`config.mk`:
```
export PLATFORM = sky130hd
export DESIGN_NAME = tmc_regs
export DESIGN_NICKNAME = d
export VERILOG_FILES = /design/src/verilog/tmc_pkg.sv /design/src/verilog/tmc_stream_if.sv /design/src/verilog/tmc_regs.sv /design/src/verilog/tmc_fifo.sv
export SDC_FILE = /design/constraint.sdc
export NUM_CORES = 1
export LEC_CHECK = 0
export BUFFER_PORTS_ARGS = -buffer_cell sky130_fd_sc_hd__buf_2
export CAP_MARGIN = 20
export CORE_MARGIN = 5
export CORE_UTILIZATION = 40
export DETAILED_ROUTE_END_ITERATION = 10
export HOLD_SLACK_MARGIN = 0.06
export PLACE_DENSITY = 0.63
export SYNTH_ARGS = -nofsm -noshare
export SYNTH_HDL_FRONTEND = slang
export SYNTH_SLANG_ARGS = --single-unit
```
`constraint.sdc`:
```
create_clock -name mclk -period 3.2 [get_ports mclk]
set_input_delay 0.8 -clock mclk [delete_from_list [all_inputs] [get_ports mclk]]
set_output_delay 0.8 -clock mclk [all_outputs]
set_load 0.1 [all_outputs]
```
`src/verilog/tmc_pkg.sv`:
```
package tmc_pkg;
    // ----------------------------------------
    // Register offsets in the extended space
    // ----------------------------------------
    localparam logic [7:0] OFF_RAM_DATA = 8'hC9;
    localparam logic [7:0] OFF_RAM_ADDR = 8'hCA;
    localparam logic [7:0] OFF_TX_DATA = 8'hCB;
    localparam logic [7:0] OFF_OFFSET = 8'hD1;
    localparam logic [7:0] OFF_CONTROL = 8'hD3;
    localparam logic [7:0] OFF_STATUS = 8'hEB;

    // ----------------------------------------
    // Field positions
    // ----------------------------------------
    localparam int CTL_SIDEBAND = 5;
    localparam int CTL_MOD_EN = 4;
    localparam int CTL_ASK = 3;
    localparam int CTL_RAM_ACC = 2;
    localparam int CTL_SHIFT_EN = 1;
    localparam int STAT_BUSY = 7;
    localparam int STAT_RSVD = 6;
    localparam int OFFSET_SHIFT = 2;
    localparam int FREQ_DIV_BITS = 12;

    // ----------------------------------------
    // Reset values and counts
    // ----------------------------------------
    localparam logic [7:0] CONTROL_RESET = 8'h00;
    localparam logic STAT_RSVD_VALUE = 1'b1;
    localparam int BIT_CYCLES = 16;
    localparam int FIFO_DEPTH = 8;
    localparam int RAM_WORDS = 64;
    localparam int RAM_ADDR_W = 6;
    localparam int FREQ_W = 11;

    typedef enum logic [1:0] {
        SH_IDLE = 2'b00,
        SH_SHIFT = 2'b01
    } tmc_shift_state_t;
endpackage

```
`src/verilog/tmc_stream_if.sv`:
```
`timescale 1ns/1ps
`default_nettype none
interface tmc_stream_if #(
    parameter int W = 8
);
    logic in_valid;
    logic in_ready;
    logic [W-1:0] in_data;
    logic out_valid;
    logic out_ready;
    logic [W-1:0] out_data;

    modport buffer (
        input in_valid, in_data, out_ready,
        output in_ready, out_valid, out_data
    );
    modport user (
        output in_valid, in_data, out_ready,
        input in_ready, out_valid, out_data
    );
endinterface
`default_nettype wire

```
`src/verilog/tmc_regs.sv`:
```
`timescale 1ns/1ps
`default_nettype none
module tmc_regs #(
    parameter int BIT_CYCLES = tmc_pkg::BIT_CYCLES
) (
    input wire logic mclk,                           // 200 MHz clock
    input wire logic arst_n,                         // Power-on reset
    input wire logic timer_rst,                      // Timer reset, sync
    input wire logic [7:0] sfr_addr,                 // Register address
    input wire logic [7:0] sfr_wdata,                // Write data
    input wire logic sfr_wr,                         // Write strobe
    input wire logic sfr_rd,                         // Read strobe
    output logic [7:0] sfr_rdata,                    // Read data, one cycle later
    output logic mod_active,                         // Modulator running
    output logic ask_mode,                           // 1 ASK, 0 FSK
    output logic iq_negative,                        // Negative phase, lower sideband
    output logic ram_access_mode,                    // Waveform RAM access mode
    output logic tx_bit,                             // Serial transmit bit
    output logic tx_bit_valid,                       // Byte being shifted
    output logic [tmc_pkg::FREQ_W-1:0] freq_word     // Freq = word * bbclk / 4096
);
    // A one-cycle bit period still needs a one-bit counter
    localparam int CW = (BIT_CYCLES > 1) ? $clog2(BIT_CYCLES) : 1;
    localparam int FW = tmc_pkg::FREQ_W;
    localparam int AW = tmc_pkg::RAM_ADDR_W;

    // ----------------------------------------
    // Register file
    // ----------------------------------------
    logic [7:0] ctl_reg, ctl_next;
    logic [tmc_pkg::RAM_ADDR_W-1:0] addr_reg, addr_next;
    logic [7:0] offset_reg, offset_next;
    logic [7:0] rdata_reg, rdata_next;
    logic [7:0] ram [tmc_pkg::RAM_WORDS];
    logic wr_ctl, wr_addr, wr_data, wr_off, wr_tx, ram_we;
    logic busy;
    logic run;

    tmc_stream_if #(.W(8)) txq ();

    assign wr_ctl = sfr_wr && sfr_addr == tmc_pkg::OFF_CONTROL;
    assign wr_addr = sfr_wr && sfr_addr == tmc_pkg::OFF_RAM_ADDR;
    assign wr_data = sfr_wr && sfr_addr == tmc_pkg::OFF_RAM_DATA;
    assign wr_off = sfr_wr && sfr_addr == tmc_pkg::OFF_OFFSET;
    assign wr_tx = sfr_wr && sfr_addr == tmc_pkg::OFF_TX_DATA;
    assign ram_we = wr_data && ctl_reg[tmc_pkg::CTL_RAM_ACC];
    assign busy = !txq.in_ready;

    always_comb begin
        ctl_next = ctl_reg;
        addr_next = addr_reg;
        offset_next = offset_reg;
        rdata_next = 8'h00;
        if (timer_rst) begin
            ctl_next = tmc_pkg::CONTROL_RESET;
        end else if (wr_ctl) begin
            // Bits 7, 6 and 0 are reserved and kept clear
            ctl_next = sfr_wdata & 8'h3E;
        end
        if (wr_addr && ctl_reg[tmc_pkg::CTL_RAM_ACC]) begin
            addr_next = sfr_wdata[tmc_pkg::RAM_ADDR_W-1:0];
        end
        if (wr_off) begin
            offset_next = sfr_wdata;
        end
        if (sfr_rd && sfr_addr == tmc_pkg::OFF_STATUS) begin
            rdata_next[tmc_pkg::STAT_BUSY] = busy;
            rdata_next[tmc_pkg::STAT_RSVD] = tmc_pkg::STAT_RSVD_VALUE;
        end
    end

    always_ff @(posedge mclk or negedge arst_n) begin
        if (!arst_n) begin
            ctl_reg <= tmc_pkg::CONTROL_RESET;
            addr_reg <= '0;
            offset_reg <= 8'h00;
            rdata_reg <= 8'h00;
        end else begin
            ctl_reg <= ctl_next;
            addr_reg <= addr_next;
            offset_reg <= offset_next;
            rdata_reg <= rdata_next;
        end
    end

    // Waveform RAM content is undefined after reset, as in silicon
    always_ff @(posedge mclk) begin
        if (ram_we) begin
            ram[addr_reg] <= sfr_wdata;
        end
    end

    assign sfr_rdata = rdata_reg;
    assign iq_negative = ctl_reg[tmc_pkg::CTL_SIDEBAND];
    assign mod_active = ctl_reg[tmc_pkg::CTL_MOD_EN];
    assign ask_mode = ctl_reg[tmc_pkg::CTL_ASK];
    assign ram_access_mode = ctl_reg[tmc_pkg::CTL_RAM_ACC];
    // Shifting needs modulator on, shift on and normal mode
    assign run = mod_active && ctl_reg[tmc_pkg::CTL_SHIFT_EN] && !ram_access_mode;

    // ----------------------------------------
    // Transmit byte buffer queue
    // ----------------------------------------
    // A write while full is dropped; software must poll busy first
    assign txq.in_valid = wr_tx;
    assign txq.in_data = sfr_wdata;

    tmc_fifo #(.W(8), .DEPTH(tmc_pkg::FIFO_DEPTH)) u_fifo (
        .mclk(mclk),
        .arst_n(arst_n),
        .flush(timer_rst),
        .st(txq)
    );

    // ----------------------------------------
    // Bit shifter
    // ----------------------------------------
    tmc_pkg::tmc_shift_state_t state_reg, state_next;
    logic [7:0] shift_reg, shift_next;
    logic [CW-1:0] cyc_reg, cyc_next;
    logic [2:0] bits_reg, bits_next;
    logic load;
    logic bit_end;
    logic last_bit;

    assign bit_end = cyc_reg == CW'(BIT_CYCLES - 1);
    assign last_bit = bits_reg == 3'h7;
    // Pop only when the shifter takes the byte in this cycle
    assign txq.out_ready = load;

    always_comb begin
        state_next = state_reg;
        shift_next = shift_reg;
        cyc_next = cyc_reg;
        bits_next = bits_reg;
        load = 1'b0;
        if (timer_rst) begin
            state_next = tmc_pkg::SH_IDLE;
            cyc_next = '0;
            bits_next = 3'h0;
        end else if (run) begin
            case (state_reg)
                tmc_pkg::SH_IDLE: begin
                    load = txq.out_valid;
                end
                tmc_pkg::SH_SHIFT: begin
                    if (!bit_end) begin
                        cyc_next = cyc_reg + CW'(1);
                    end else if (!last_bit) begin
                        // Most significant bit leaves first
                        cyc_next = '0;
                        shift_next = {shift_reg[6:0], 1'b0};
                        bits_next = bits_reg + 3'h1;
                    end else if (txq.out_valid) begin
                        // Next byte follows with no idle bit between
                        load = 1'b1;
                    end else begin
                        cyc_next = '0;
                        state_next = tmc_pkg::SH_IDLE;
                    end
                end
                default: begin
                    state_next = tmc_pkg::SH_IDLE;
                end
            endcase
            if (load) begin
                state_next = tmc_pkg::SH_SHIFT;
                shift_next = txq.out_data;
                cyc_next = '0;
                bits_next = 3'h0;
            end
        end
        // Without run only timer_rst acts above, so a half-sent byte freezes
    end

    always_ff @(posedge mclk or negedge arst_n) begin
        if (!arst_n) begin
            state_reg <= tmc_pkg::SH_IDLE;
            shift_reg <= 8'h00;
            cyc_reg <= '0;
            bits_reg <= 3'h0;
        end else begin
            state_reg <= state_next;
            shift_reg <= shift_next;
            cyc_reg <= cyc_next;
            bits_reg <= bits_next;
        end
    end

    assign tx_bit = shift_reg[7];
    assign tx_bit_valid = state_reg == tmc_pkg::SH_SHIFT;

    // ----------------------------------------
    // Waveform pointer and frequency word
    // ----------------------------------------
    logic [AW-1:0] ptr_reg, ptr_next;
    logic [FW-1:0] freq_reg, freq_next;
    logic [FW-1:0] ram_term;
    logic [FW-1:0] offset_term;

    // Wide enough for 255 plus four times 255, so the sum never wraps
    assign ram_term = FW'(ram[ptr_reg]);
    assign offset_term = FW'(offset_reg) << tmc_pkg::OFFSET_SHIFT;

    always_comb begin
        ptr_next = ptr_reg;
        freq_next = '0;
        if (timer_rst) begin
            ptr_next = '0;
        end else if (tx_bit_valid && run && bit_end) begin
            // Waveform steps once per bit period
            ptr_next = ptr_reg + AW'(1);
        end
        if (mod_active && !ask_mode) begin
            freq_next = ram_term + offset_term;
        end
    end

    always_ff @(posedge mclk or negedge arst_n) begin
        if (!arst_n) begin
            ptr_reg <= '0;
            freq_reg <= '0;
        end else begin
            ptr_reg <= ptr_next;
            freq_reg <= freq_next;
        end
    end

    assign freq_word = freq_reg;
endmodule
`default_nettype wire

```
`src/verilog/tmc_fifo.sv`:
```
`timescale 1ns/1ps
`default_nettype none
module tmc_fifo #(
    parameter int W = 8,
    parameter int DEPTH = tmc_pkg::FIFO_DEPTH
) (
    input wire logic mclk,        // System clock
    input wire logic arst_n,      // Async reset
    input wire logic flush,       // Sync clear
    tmc_stream_if.buffer st       // Both sides of the buffer
);
    localparam int AW = $clog2(DEPTH);

    logic [W-1:0] mem [DEPTH];
    logic [AW:0] wr_reg, wr_next, rd_reg, rd_next;
    logic push, pop;

    assign st.in_ready = (wr_reg[AW] == rd_reg[AW]) || (wr_reg[AW-1:0] != rd_reg[AW-1:0]);
    assign st.out_valid = wr_reg != rd_reg;
    assign st.out_data = mem[rd_reg[AW-1:0]];
    assign push = st.in_valid && st.in_ready;
    assign pop = st.out_valid && st.out_ready;

    always_comb begin
        wr_next = wr_reg;
        rd_next = rd_reg;
        if (flush) begin
            wr_next = '0;
            rd_next = '0;
        end else begin
            if (push) begin
                wr_next = wr_reg + (AW+1)'(1);
            end
            if (pop) begin
                rd_next = rd_reg + (AW+1)'(1);
            end
        end
    end

    always_ff @(posedge mclk or negedge arst_n) begin
        if (!arst_n) begin
            wr_reg <= '0;
            rd_reg <= '0;
        end else begin
            wr_reg <= wr_next;
            rd_reg <= rd_next;
        end
    end

    // Storage has no reset; only pointers define content
    always_ff @(posedge mclk) begin
        if (push && !flush) begin
            mem[wr_reg[AW-1:0]] <= st.in_data;
        end
    end
endmodule
`default_nettype wire

```
Word level (Yosys, flattened, before mapping)
Memory sizes are Yosys's and may differ from the RTL's.
Cells that the tools add are included.
{"block": "totals", "regBits": 64, "ramBits": 576, "input_bits": 21, "out_inout_bits": 25, "word_cells": 121, "memories": 2}
{"memory": "ram", "words": 64, "width": 8, "rd": 1, "rd_clocked_by_memory_dff": 0, "write_ports": 1, "line": "tmc_regs.sv:34", "text": "logic [7:0] ram [tmc_pkg::RAM_WORDS];"}
{"memory": "u_fifo.mem", "words": 8, "width": 8, "rd": 1, "rd_clocked_by_memory_dff": 0, "write_ports": 1, "line": "tmc_fifo.sv:14", "text": "logic [W-1:0] mem [DEPTH];"}
{"block": "classes", "addsub": 6, "n_eq_ne": 19, "n_mux": 46, "bitwise_logic": 1, "reduce_logical": 35}
{"op": "$eq A8 B8 Y1 const B", "count": 6}
{"op": "$mux W4", "count": 11}
{"op": "$mux W8", "count": 4}
{"op": "$mux W6", "count": 4}
{"op": "$mux W3", "count": 6}
{"op": "$logic_and A1 B1 Y1", "count": 16}
{"op": "$mux W2", "count": 7}
{"op": "$reduce_bool A2 Y1", "count": 7}
{"op": "$add A4 B1 Y4 const B", "count": 3}
{"op": "$add A8 B10 Y11", "count": 1}
{"op": "$mux W1", "count": 11}
{"op": "$mux W11", "count": 1}
{"op": "$reduce_and A5 Y1", "count": 2}
{"op": "$ne A4 B2 Y1 const B", "count": 2}
{"op": "$add A6 B1 Y6 const B", "count": 1}
{"op": "$reduce_bool A3 Y1", "count": 2}
{"op": "$ne A5 B4 Y1 const B", "count": 1}
{"op": "$eq A4 B4 Y1 const B", "count": 1}
{"op": "$logic_not A1 Y1", "count": 4}
{"op": "$ne A4 B3 Y1 const B", "count": 1}
{"op": "$ne A4 B4 Y1", "count": 1}
{"op": "$pmux W2 S2", "count": 1}
{"op": "$reduce_and A4 Y1", "count": 1}
{"op": "$add A3 B1 Y3 const B", "count": 1}
{"op": "other kinds (12)", "count": 12}

Logic depth before layout (Yosys ltp)
{"block": "depth", "word_depth": 12, "depth_mapped": 15}

Cells and area by module
A second synthesis with hierarchy kept.
{"block": "hier_totals", "hier_cells": 1332, "area_unflattened_um2": 25458.2}
{"module": "tmc_regs", "instances": 1, "cells_each": 1159, "area_each_um2": 22356.4}
{"module": "tmc_fifo", "instances": 1, "cells_each": 173, "area_each_um2": 3101.7}

Worst setup path before layout
Ideal clock, no wire load.
{"block": "synth_path", "path_type": "flip-flop to flip-flop", "start": "register ptr_reg[0]", "end": "register freq_reg[8], in the netlist freq_word[8]", "setup_ps": 79, "arrival_ps": 3192, "required_ps": 3121, "path_slack_ps": -71, "stages_incl_launch_ff": 15, "path_cell_list": "dfrtp_1 > buf_6 > buf_2 > mux4_2 > a22oi_1 > a21oi_1 > a21oi_1 > o21ai_0 > ha_1 > fa_1 > a21o_1 > a21oi_1 > o21bai_1 > a21oi_1 > mux2i_1"}
{"block": "synth_between", "elab_chain_cells": 3}
{"item": "start: declaration", "line": "tmc_regs.sv:196", "text": "logic [AW-1:0] ptr_reg, ptr_next;"}
{"item": "start signal: assignment", "line": "tmc_regs.sv:224", "text": "ptr_reg <= ptr_next;"}
{"item": "$mem_v2 Z64 W8"}
{"item": "$add A8 B10 Y11", "line": "tmc_regs.sv:215", "text": "freq_next = ram_term + offset_term;"}
{"item": "$mux W11", "line": "tmc_regs.sv:214", "text": "if (mod_active && !ask_mode) begin"}
{"item": "net freq_next[8]", "line": "tmc_regs.sv:197", "text": "logic [FW-1:0] freq_reg, freq_next;"}
{"item": "end signal: assignment", "line": "tmc_regs.sv:225", "text": "freq_reg <= freq_next;"}
{"item": "end: declaration", "line": "tmc_regs.sv:197"}
The timed path passes the listed nets, and every way through them passes these cells.
A chain may end at the register's enable or synchronous reset.

Worst setup path after layout
{"block": "layout_path", "start": "register ptr_reg[0]", "end": "register freq_reg[9], in the netlist freq_word[9]"}
The elaborated chain is that of the path after synthesis.

==> flow_summary.yaml <==
layout:
  largest_register_ff_count: 512
  top_register: "ram"
  drive_above_1_share_pct: 34.3
  syn_to_final_growth_pct: 20.2
  instances_no_fill: 2468
  fin_area_um2: 30500
  fin_nets: 1602
  antennaDiodeCount: 0
  fin_util_pct: 48.4
clock_network:
  clock_latency_ns: 0.62
  ctsHoldBuffers: 0
  ctsLongestPathBuffers: 3
  cts-root-buf: "clkbuf_16"
  cts.sinks: 638
  cts_max_level: 3
  numCtsBuffers: 69
  cts.reportedPaths.clkPinSlew_ns: 0.06
  cts_tree: "done"
yosys:
  avgSynthCellArea_um2: 19.2
  syn_area_um2: 25300
  synth-edff-count: 576
  synth-seq-cells: 638
  syn_inst: 1321
  yosysWarnings: 0
  yosys_most_used_dff: "edfxtp_1"
  ys_async_sr_fraction_pct: 9.72
  ys_seq_area_share_pct: 74.4
  synthDistinctLibCells: 61
run_status:
  status: "finished with violations"
  violations: "setup timing"
global_route:
  grt_pass1_wl_um: 86900
  grt_max_degree: 76
  grt_overflow: 0
  first_global_vias: 13700
  antenna_found_initial: 0
  grtUsageTotal_pct: 16.9
power:
  fin_total_pwr_mw: 16.8
  ir_drop_mv: 0.340
  p_leak_nw: 10.2
  power_density_nw_per_um2: 551
placement:
  place_congestion: 0.857
  dp_hpwl_um: 37000
  dpl_cell_area_um2: 27900
  portBuffers: 39
  placed_cells: 2331
worst_setup_path:
  worstSetupEndpointType: "flop"
  startpoint_type: "flop"
  critPathMaxFanout: 8
  crit_required_ns: 3.67
  critPathKind: "reg2reg"
  crit_arrival_ns: 3.75
floorplanning:
  ioPinCount: 46
  die_w_um: 262
  coreArea_um2: 63000
  dieArea_um2: 68500
  die_y_um: 262
  initial_core_util_pct: 40.3
  rows: 92
sta:
  relSlewSlack_pct: 30.9
  finalCriticalPeriod_ns: 3.28
  skew_ns: 0.0267
  fmax_mhz: 305
  hold_viol: 0
  setup_viol: 2
  rsz0062_at_grt: "yes"
  maxSlewViolCount: 0
  finalCritPeriodShare_pct: 103
  layout_setup_ws_ns: -0.0833
  tightest_slew_ns: 1.04
drt:
  ant_nets: 0
  drt-initial-drc-count: 1297
  first_pass_iters: 5
  vias: 13400
  viasPerCell: 5.42
  drc: 0
  wl_per_cell_um: 23.3
  routed_wl_um: 57500
flow_run:
  maxCapViolations: 0
hold_path:
  hp-class: "in2async"
-- logic make-up after synthesis --
logic type	Yosys count	synth area share [%]
other	1	0.0148
buffers and inverters	84	1.90
DFF	638	74.4
muxes	201	14.3
AOI/OAI and AO/OA	140	3.86
and+or+nand+nor	227	4.28
xor gates and xnor gates	17	0.587
adders and majority gates	13	0.671
-- layer usage --
layer	share of wire [%]	up-vias	track usage, %
li1	-	5836	-
met1	43	6957	23.5
met2	47	464	26.7
met3	6.9	117	3.68
met4	3.3	0	5.99
met5	0	-	0
-- synthesized netlist by cell type (all sizes together), types with 10 or more instances --
library cell	instances	area, µm²
mux4	127	2860
nand3	21	105
nand2	46	173
o21ai	17	85.1
mux2i	48	480
xor2	10	87.6
edfxtp	576	17300
a21oi	24	120
mux2	26	293
clkbuf	32	120
dfrtp	62	1550
nor2	100	378
buf	46	338
a22oi	41	308
ha	12	150
-- worst paths after layout --
| check | startpoint | depth (start not counted) | endpoint | slack, ns |
|---|---|---|---|---|
| worst max-delay path | ptr_reg[0] | 12 | freq_word[9] | -0.08 |
| worst min-delay path | arst_n | 1 | shift_reg[6] | 0.20 |
| worst max register to register | ptr_reg[0] | 12 | freq_word[9] | -0.08 |
| worst min register to register | shift_reg[7] | 2 | shift_reg[7] | 0.48 |
| max in group asynchronous | arst_n | 3 | freq_word[9] | 2.23 |
| min in group mclk | sfr_addr[5] | 3 | sfr_rdata[6] | 0.45 |
-- cell usage in the layout, fill, tap and decap left out, types with 7 or more instances in the layout --
master     count
ha_1          10
mux2_2        26
a22oi_1       27
buf_2         39
a22oi_2       14
a22o_1         9
clkbuf_16     70
clkinv_2      10
a21oi_1       11
mux2i_1       48
nor2_1        98
nor3_1         7
buf_4        179
edfxtp_1     576
clkinv_1      13
clkbuf_1      18
o21ai_0       13
nand2b_1       9
nand2_1       42
nand3_1       20
buf_12        21
dfrtp_1       60
a21oi_2       11
mux4_2       127
nor2b_1        7
xor2_1        10
-- layout make-up --
class,instances,area [µm²]
Inverter,6,22.5
Sequential cell,638,18900
Multi-Input combinational cell,604,6300
Clock buffer,90,1840
Timing Repair Buffer,249,2120
Fill cell,5245,32500
Clock inverter,35,284
Tap cell,846,1060
-- worst max-delay path: stages (launching register included) --
cell	delay, ns
dfrtp_4	0.48
buf_12	0.18
buf_12	0.15
buf_4	0.17
mux4_2	0.52
a22oi_1	0.39
a21o_1	0.19
a31oi_1	0.12
ha_1	0.34
inv_1	0.07
o21ai_0	0.19
o2111ai_1	0.18
mux2i_1	0.16
-- stage by stage --
stage / setup WS, ns / setup TNS (ns) / hold slack, ns
after global routing: -0.163 / -0.496 / 0.200
after CTS: -0.0975 / -0.287 / 0.376
final: -0.0833 / -0.145 / 0.200
after floorplan: 0.0266 / 0 / 0.448
after detailed placement: -0.248 / -0.981 / 0.470
after global placement: -0.240 / -0.896 / 0.463
-- repair_timing --
action                                  CTS  global route
endpoints found under the setup margin    6             6
setup buffers                             5             6
pin swaps                                14            15
cloned                                    1             1
gates resized for setup                  42            25
-- power breakdown --
group / internal, mW / leakage, nW / switching [mW]
sequential: 9.09 / 6.04 / 0.00451
combinational: 0.0580 / 3.16 / 0.213
clock: 4.24 / 1.03 / 3.19
(Power assumes the default switching activity.)
